### src/verilog/brg_pkg.sv
package brg_pkg;

  // Clock and pulse timing
  localparam int unsigned CLK_HZ          = 200_000_000;
  localparam int unsigned PULSE_MS        = 128;
  localparam longint unsigned PULSE_CYC_L = (longint'(CLK_HZ) * PULSE_MS) / 1000;
  localparam int unsigned PULSE_CYCLES    = int'(PULSE_CYC_L);
  localparam int unsigned CNT_W           = 25;

  // Sequencer states, one-hot
  typedef enum logic [3:0] {
    BRG_ST_HOLD   = 4'h1,
    BRG_ST_BUTTON = 4'h2,
    BRG_ST_PULSE  = 4'h4,
    BRG_ST_RUN    = 4'h8
  } brg_state_t;

  // Inputs that may call for a reset
  typedef struct packed {
    logic power_good;
    logic button;
    logic sw_reset;
  } brg_cause_t;

endpackage : brg_pkg

### src/verilog/brg_reset_gen.sv
// Summary of operation
// - Board goes into reset on power-up and on power-down per power-good input.
// - Pressing the manual reset button puts the board into reset.
// - A processor software reset instruction also asserts system reset.
// - Power-good rising with button open gives one 128 ms reset pulse.
// - Button closed then opened with power good gives 128 ms pulse from release.
// - Active-low reset stays low for the whole pulse, then goes high.
`timescale 1ns/1ps
`default_nettype none
module brg_reset_gen
  import brg_pkg::*;
#(
  parameter int unsigned PULSE_LEN = PULSE_CYCLES
) (
  input  wire logic clk,
  input  wire logic srst,
  input  wire logic power_good_in,
  input  wire logic manual_reset_button,
  input  wire logic sw_reset_req,
  output var  logic system_reset_n,
  output var  logic pulse_active
);

  brg_cause_t             cause;
  brg_state_t             state_q;
  brg_state_t             state_d;
  logic       [CNT_W-1:0] cnt_q;
  logic       [CNT_W-1:0] cnt_d;
  logic                   rst_n_q;
  logic                   rst_n_d;
  logic                   busy_q;
  logic                   busy_d;

  localparam logic [CNT_W-1:0] CNT_LAST = CNT_W'(PULSE_LEN - 1);
  localparam logic [CNT_W-1:0] CNT_ZERO = '0;

  assign cause.power_good = power_good_in;
  assign cause.button     = manual_reset_button;
  assign cause.sw_reset   = sw_reset_req;

  always_comb begin
    state_d = state_q;
    cnt_d   = cnt_q;
    case (state_q)
      BRG_ST_HOLD: begin
        cnt_d = CNT_ZERO;
        // Power rising with button open starts the pulse
        if (cause.power_good && !cause.button) begin
          state_d = BRG_ST_PULSE;
        end
      end
      BRG_ST_BUTTON: begin
        cnt_d = CNT_ZERO;
        if (!cause.power_good) begin
          state_d = BRG_ST_HOLD;
        end else if (!cause.button) begin
          state_d = BRG_ST_PULSE;
        end
      end
      BRG_ST_PULSE: begin
        cnt_d = cnt_q + CNT_W'(1);
        if (cnt_q == CNT_LAST) begin
          state_d = BRG_ST_RUN;
        end
      end
      BRG_ST_RUN: begin
        cnt_d = CNT_ZERO;
      end
      default: begin
        state_d = BRG_ST_HOLD;
        cnt_d   = CNT_ZERO;
      end
    endcase
    // Qualifying events override everything, restarting the count
    if (!cause.power_good) begin
      state_d = BRG_ST_HOLD;
      cnt_d   = CNT_ZERO;
    end else if (cause.button) begin
      state_d = BRG_ST_BUTTON;
      cnt_d   = CNT_ZERO;
    end else if (cause.sw_reset) begin
      state_d = BRG_ST_PULSE;
      cnt_d   = CNT_ZERO;
    end
    rst_n_d = (state_d == BRG_ST_RUN);
    busy_d  = (state_d == BRG_ST_PULSE);
  end

  always_ff @(posedge clk) begin
    if (srst) begin
      state_q <= BRG_ST_HOLD;
      cnt_q   <= CNT_ZERO;
      rst_n_q <= 1'b0;
      busy_q  <= 1'b0;
    end else begin
      state_q <= state_d;
      cnt_q   <= cnt_d;
      rst_n_q <= rst_n_d;
      busy_q  <= busy_d;
    end
  end

  assign system_reset_n = rst_n_q;
  assign pulse_active   = busy_q;

endmodule : brg_reset_gen
`default_nettype wire

### config.mk
export PLATFORM = sky130hd
export DESIGN_NAME = brg_reset_gen
export DESIGN_NICKNAME = d
export VERILOG_FILES = /design/src/verilog/brg_pkg.sv /design/src/verilog/brg_reset_gen.sv
export SDC_FILE = /design/constraint.sdc
export NUM_CORES = 1
export LEC_CHECK = 0
export BUFFER_PORTS_ARGS = -buffer_cell sky130_fd_sc_hd__buf_4
export CAP_MARGIN = 30
export CORE_ASPECT_RATIO = 1.25
export CORE_MARGIN = 2
export CORE_UTILIZATION = 53
export CTS_CLUSTER_DIAMETER = 100
export DETAILED_ROUTE_END_ITERATION = 10
export GPL_TIMING_DRIVEN = 0
export PLACE_DENSITY = 0.73
export SLEW_MARGIN = 20
export SYNTH_ARGS = -nofsm -noshare
export SYNTH_HDL_FRONTEND = slang
export SYNTH_SLANG_ARGS = --single-unit
### constraint.sdc
create_clock -name clk -period 2 [get_ports clk]
set_input_delay 0.5 -clock clk [delete_from_list [all_inputs] [get_ports clk]]
set_output_delay 0.5 -clock clk [all_outputs]
set_load 0.02 [all_outputs]
### Yosys cells after proc, flatten, opt, wreduce, memory -nomap -nowiden

Cells that the tools add are included.

| storage, ports and cells | value |
|---|---|
| flip-flop bits (word level) | 31 |
| input port bits | 5 |
| word-level logic and storage cells | 23 |

| cells by class | value |
|---|---|
| add/subtract/negate cells | 1 |
| equal/unequal tests | 7 |
| mux-type cells | 6 |
| bitwise logic cells | 2 |
| reductions and logical operators | 3 |

Operators by type and width:

| kind | number |
|---|---|
| 25-bit by 1-bit adder with 25-bit output, second input constant | 1 |
| 25-bit equality test, second input constant | 1 |
| 4-bit 2-to-1 mux | 5 |
| 4-bit case mux with 4 select lines | 1 |
| 4-bit by 3-bit equality test with 1-bit output, second input constant | 2 |
| 4-bit equality test, second input constant | 2 |
| 5-bit OR reduction | 1 |
| 4-bit by 1-bit equality test with 1-bit output, second input constant | 1 |
| 4-bit by 2-bit equality test with 1-bit output, second input constant | 1 |
| 1-bit inverter | 2 |
| 1-bit logical AND | 1 |
| 1-bit zero test | 1 |

### Logic depth before layout (Yosys ltp)

Gate-level depths: netlist of the first run.

| logic depth | value |
|---|---|
| depth in word-level cells | 8 |
| mapped depth | 6 |
| mapped depth without buffers | 5 |

### Worst setup path before layout of the first run

No wires, ideal clock.

| timing | value |
|---|---|
| kind | register to register |
| start point | register cnt_q[0] |
| end point | register cnt_q[20] |
| arrival time | 1932 ps |
| data required time | 1930 ps |
| path slack | -2 ps |
| stages on the path, launching flop included | 7 |
| cell sequence | dfxtp_1 > ha_1 > nand4_2 > or4_1 > buf_2 > or4_1 > a21oi_1 |

| on the way | value |
|---|---|
| word-level cells in the longest chain between the ends | 1 |

RTL lines:

| item | line | RTL |
|---|---|---|
| start, declared | brg_reset_gen.sv:27 | `logic [CNT_W-1:0] cnt_q;` |
| start signal, assigned | brg_reset_gen.sv:97 | `cnt_q <= cnt_d;` |
| 25-bit by 1-bit adder with 25-bit output | brg_reset_gen.sv:61 | `cnt_d = cnt_q + CNT_W'(1);` |

Every way passes these cells.
A chain may end at the register's enable or synchronous reset.

### Worst setup path in the final report of the first run

Ends and elaborated chain as after synthesis.

==> results of run 1 <==
registers in the layout, summed over array words and instances (netlist names):
name            cells
state_q             4
system_reset_n      1
pulse_active        1
cnt_q              25
timing repair:
action                                 4_1_cts  5_1_grt
pin swaps                                    0        1
setup buffers                                4        0
endpoints found under the hold margin        0        0
gates resized for setup                      8        6
setup endpoints to repair                    6        3
path summary, 6_finish.rpt:
check,endpoint,from,depth (start not counted)
worst max-delay path,cnt_q[20]$_SDFF_PP0_,cnt_q[0]$_SDFF_PP0_,6
worst min-delay path,state_q[0]$_SDFF_PP1_,sw_reset_req,2
worst max register to register,cnt_q[20]$_SDFF_PP0_,cnt_q[0]$_SDFF_PP0_,6
worst min register to register,cnt_q[19]$_SDFF_PP0_,cnt_q[19]$_SDFF_PP0_,2
power breakdown:
group / internal (mW) / switching, mW / total (mW) / leakage (nW)
clock network: 0.295 / 0.221 / 0.516 / 0.0482
registers: 0.619 / 0.00445 / 0.624 / 0.254
logic: 0.0140 / 0.0113 / 0.0253 / 0.205
total: 0.928 / 0.237 / 1.17 / 0.507
cells in the final DEF, fill, tap and decap left out, types with 2 or more instances in the layout:
master / Yosys / layout
o21ai_0: 6 / 6
nor2b_1: 2 / 2
inv_1: 7 / 7
nor4b_1: 3 / 3
xor2_1: 3 / 3
nor4_1: 4 / 4
and2_1: 2 / 2
nor3_1: 5 / 5
nand3_1: 9 / 9
nor2_1: 14 / 14
dfxtp_2: 0 / 5
nand2_1: 9 / 9
buf_4: 0 / 10
clkbuf_1: 3 / 2
dfxtp_1: 31 / 25
o31ai_1: 9 / 9
or3_1: 5 / 4
xnor2_1: 8 / 8
or4_1: 8 / 7
a21oi_1: 13 / 13
clkbuf_4: 0 / 5
nand2b_1: 2 / 2
o2bb2ai_1: 2 / 2
and4_1: 2 / 2
and3_1: 2 / 2
nand4_1: 5 / 5
cell type report:
cell class,count,area (sq um)
multi-input combinational,122,801
timing repair buffer,10,75.1
fill,226,947
clock buffer,6,51.3
clock inverter,2,35.0
tap,34,42.5
sequential,31,631
inverter,7,26.3
buffer,3,18.8
worst register-to-register path: stages (launching register included):
cell,delay (ns)
dfxtp_4,0.37
ha_4,0.16
nand4_4,0.11
or4_4,0.49
buf_6,0.15
or4_1,0.46
a21oi_1,0.13
cell families (layout without fill, tap and decap cells):
| group | Yosys count | count (layout) | share of synthesized area (%) |
|---|---|---|---|
| simple gates | 77 | 77 | 31.2 |
| buf+inv | 11 | 28 | 2.98 |
| compound gates | 32 | 32 | 13.9 |
| xor+xnor | 11 | 11 | 6.75 |
| mux | 1 | 1 | 0.789 |
| flops | 31 | 31 | 43.5 |
| fa+ha+maj | 1 | 1 | 0.877 |
metrics by stage:
stage | utilization (%) | setup WS [ns]
floorplan | - | 0.00689
global placement | 57.7 | -0.121
detailed placement | 57.7 | -0.158
CTS | 63.1 | 0.0142
global route | 64.0 | -0.0221
finish | 64.0 | 0.0653
layer usage:
| layer | wire (microns) | up-vias | track usage, % |
|---|---|---|---|
| li1 | - | 640 | - |
| met1 | 1230 | 619 | 20.7 |
| met2 | 1540 | 25 | 38.0 |
| met3 | 118 | 6 | 7.18 |
| met4 | 65 | 0 | 12.4 |
| met5 | 0 | - | 0 |
==> impl_metrics.json, run 1 <==
{
  "status": "completed",
  "yosys.cell_types.count": 33,
  "hold_path.class": "in2reg",
  "grt.total_usage_pct": 20.8,
  "via_per_inst": 6.00,
  "synth.largest_area_cell": "dfxtp_1",
  "grt_pass1_vias": 1171,
  "hold_buffers": 0,
  "slew_headroom_pct": 60.6,
  "slowest_stage": "or4_4",
  "ios": 7,
  "numCtsBuffers": 5,
  "cts.path.max_buffers": 2,
  "cts_num_sinks": 31,
  "endpoint_kind": "register",
  "synth_most_common_cell": "dfxtp_1",
  "vdd_drop_max_mv": 0.518,
  "avgSynthCellArea_sq_um": 8.70,
  "synthDominantCellAreaShare_pct": 43.5,
  "drc": 0,
  "start_kind": "register",
  "dieHeight_microns": 62,
  "clock-root-buffer": "clkbuf_4",
  "clk_latency_ns": 0.34,
  "antenna_found_initial": 0,
  "cp_cell_sequence": "ha_4, nand4_4, or4_4, buf_6, or4_1, a21oi_1",
  "wl_per_cell_microns": 13.8,
  "cp.buffers_inverters": 1,
  "cts_tree": "done",
  "seq_area_frac_synth_pct": 43.5,
  "ys_ff_latch": 31,
  "syn_inst": 164,
  "drt_iter0_drc": 33,
  "maxCapViolations": 0,
  "grt_max_degree": 13,
  "syn2layout_area_growth_pct": 17.8,
  "first_pass_iters": 4,
  "synth_edf_count": 0,
  "nets": 186,
  "cp.required_ns": 2.28,
  "worstSetupPathType": "reg2reg",
  "worst-path-max-fanout": 9,
  "slowest_delay_ns": 0.49,
  "fp-row-count": 21,
  "grt.overflow.total": 0,
  "dpl.cell_count": 204,
  "die_area_sq_um": 3120,
  "die_w_microns": 50.4,
  "yosysWarnings": 0,
  "antennaDiodeCount": 0,
  "final-instance-count-excl-fill": 215,
  "yosys-top-cells-count": "31 x dfxtp_1, 14 x nor2_1, 13 x a21oi_1",
  "worst_pin_slew_ns": 0.586,
  "finalSetupViolCount": 0,
  "gp_congestion": 0.792,
  "cp.arrival_ns": 2.21,
  "htreeDepth": 2,
  "fmax_mhz": 517,
  "placed_area_sq_um": 1520,
  "wl_microns": 2960,
  "syn-num-nets": 170,
  "period_share_pct": 96.7,
  "final_area_sq_um": 1680,
  "p_total_mw": 1.17,
  "power_density_nw_per_um2": 693,
  "fin_crit_ns": 1.93,
  "fin_skew_ns": 0.00660,
  "synth_area_leaders": "dfxtp_1 44%, xnor2_1 4.9%, o31ai_1 4.7%",
  "hold_viol_final": 0,
  "path_clk_slew_ns": 0.10,
  "synthFlopType": "dfxtp_1",
  "crit_family": "simple AND/OR/NAND/NOR gates",
  "setup_tns_ns": 0,
  "vias": 1290,
  "whs_ns": 0.349,
  "syn_area_sq_um": 1430,
  "finalMaxSlewViolations": 0,
  "grt_first_pass_wirelength_microns": 4750,
  "initial_core_util_pct": 54.3,
  "rsz0062_at_grt": "yes",
  "postSynth.asyncResetShare_pct": 0,
  "postRouteAntennaNets": 0,
  "core_area_sq_um": 2630,
  "port_buffers": 6,
  "r2r_setup_slack_ns": 0.07,
  "dp_hpwl_microns": 2090,
  "drive_above_1_share_pct": 17.1,
  "cellLeakagePower_nw": 0.507
}
(Power assumes the default switching activity.)
==> inputs of run 2 (changes only) <==
- CTS_CLUSTER_SIZE: not set -> 8
- REMOVE_ABC_BUFFERS: not set -> 1
- SLEW_MARGIN: 20 -> not set
==> impl_metrics.json, run 2 (same netlist as run 1, synthesis figures left out) <==
{
  "r2r-end": "cnt_q[20]$_SDFF_PP0_",
  "maxCapViolations": 0,
  "slowest_delay_ns": 0.59,
  "grt.total_usage_pct": 20.9,
  "final-instance-count-excl-fill": 210,
  "grt_pass1_vias": 1154,
  "worstSetupEndpoint": "cnt_q[20]$_SDFF_PP0_",
  "first_pass_iters": 4,
  "cp.buffers_inverters": 0,
  "final_common_cell": "dfxtp_1",
  "antenna_found_initial": 0,
  "placed_area_sq_um": 1500,
  "power_density_nw_per_um2": 704,
  "nets": 181,
  "finalSetupViolCount": 0,
  "p_total_mw": 1.17,
  "postRouteAntennaNets": 0,
  "vdd_drop_max_mv": 0.592,
  "reg2regPathDepth": 4,
  "grt.overflow.total": 0,
  "hold_buffers": 0,
  "htreeDepth": 2,
  "port_buffers": 6,
  "drt_iter0_drc": 36,
  "initial_core_util_pct": 54.3,
  "slew_headroom_pct": 67.2,
  "cp_cell_sequence": "nand4_1, or4_4, or4_1, a21oi_1",
  "fillers": 235,
  "antennaDiodeCount": 0,
  "syn2layout_area_growth_pct": 16.7,
  "cts_num_sinks": 31,
  "fin_crit_ns": 1.93,
  "startpoint": "cnt_q[8]$_SDFF_PP0_",
  "wl_per_cell_microns": 14.3,
  "cp.required_ns": 2.26,
  "worstSetupPathType": "reg2reg",
  "status": "completed",
  "die_w_microns": 50.4,
  "dieHeight_microns": 62,
  "hold_viol_final": 0,
  "ios": 7,
  "r2r_setup_slack_ns": 0.07,
  "grt_max_degree": 27,
  "dp_hpwl_microns": 1880,
  "crit_family": "simple AND/OR/NAND/NOR gates",
  "gp_congestion": 0.679,
  "clock-root-buffer": "clkbuf_4",
  "clk_latency_ns": 0.34,
  "fmax_mhz": 519,
  "reg.largest.list": "cnt_q x25, state_q x4",
  "slowest_stage": "or4_4",
  "largest_register": "cnt_q",
  "dpl.cell_count": 200,
  "period_share_pct": 96.4,
  "finalMaxSlewViolations": 0,
  "whs_path_depth": 2,
  "hold_path.class": "in2reg",
  "wl_microns": 3010,
  "largest_reg_flops": 25,
  "path_clk_slew_ns": 0.11,
  "regToRegStartpoint": "cnt_q[8]$_SDFF_PP0_",
  "via_per_inst": 6.08,
  "final_area_sq_um": 1660,
  "cp.arrival_ns": 2.19,
  "cts.path.max_buffers": 2,
  "die_area_sq_um": 3120,
  "grt_first_pass_wirelength_microns": 4890,
  "endpoint_kind": "register",
  "fin_skew_ns": 0.0137,
  "worst-path-max-fanout": 7,
  "path_depth": 4,
  "cellLeakagePower_nw": 0.483,
  "pre_cts_slack_ns": -0.451,
  "core_area_sq_um": 2630,
  "fp-row-count": 21,
  "drive_above_1_share_pct": 15.9,
  "worst_pin_slew_ns": 0.487,
  "final_cell_mix": "27 x dfxtp_1, 14 x nor2_1, 13 x a21oi_1",
  "vias": 1277,
  "timing.final.ws_setup_ns": 0.0725,
  "start_kind": "register",
  "numCtsBuffers": 5,
  "cts_tree": "done",
  "drc": 0
}
==> run 2: worst min-delay path by stage <==
| stage | start | end | slack [ns] |
|---|---|---|---|
| floorplan | cnt_q[0]$_SDFF_PP0_ | cnt_q[0]$_SDFF_PP0_ | 0.43 |
| global placement | cnt_q[0]$_SDFF_PP0_ | cnt_q[0]$_SDFF_PP0_ | 0.45 |
| detailed placement | cnt_q[0]$_SDFF_PP0_ | cnt_q[0]$_SDFF_PP0_ | 0.45 |
| CTS | sw_reset_req | state_q[0]$_SDFF_PP1_ | 0.35 |
| global route | sw_reset_req | state_q[0]$_SDFF_PP1_ | 0.37 |
| finish | sw_reset_req | state_q[0]$_SDFF_PP1_ | 0.37 |
==> run 2: power breakdown <==
| part | switching, mW | internal, mW | total [mW] |
|---|---|---|---|
| sequential | 0.00508 | 0.619 | 0.624 |
| clock | 0.223 | 0.295 | 0.519 |
| combinational | 0.0133 | 0.0143 | 0.0276 |
==> run 2: metal layers <==
metal,track usage (%),up-vias,wire length [microns]
met5,0,-,0
met4,10.0,0,49
met3,6.70,6,107
met2,34.2,28,1440
met1,25.3,607,1410
li1,-,636,-
==> run 2: what timing repair did <==
item | CTS | global route
pin swaps | 1 | 2
setup endpoints to repair | 13 | 6
buffers inserted | 0 | 1
resized for setup | 7 | 7
gates cloned | 0 | 1
==> run 2: cell type report <==
cell class | count | area (sq um) | share of cell area [%]
Tap cell | 34 | 42.5 | 2.56
Multi-Input combinational cell | 123 | 828 | 49.8
Sequential cell | 31 | 628 | 37.7
Clock buffer | 6 | 51.3 | 3.08
Clock inverter | 2 | 35.0 | 2.11
Inverter | 7 | 26.3 | 1.58
Timing Repair Buffer | 7 | 52.6 | 3.16
==> run 2: stage by stage <==
step           hold slack (ns)  util (%)  TNS (ns)
4_1_cts                  0.354      61.7         0
6_report                 0.372      63.3         0
2_1_floorplan            0.430         -   -0.0118
3_3_place_gp             0.449      57.0     -5.04
5_1_grt                  0.366      63.3  -0.00913
3_5_place_dp             0.449      57.0     -6.09
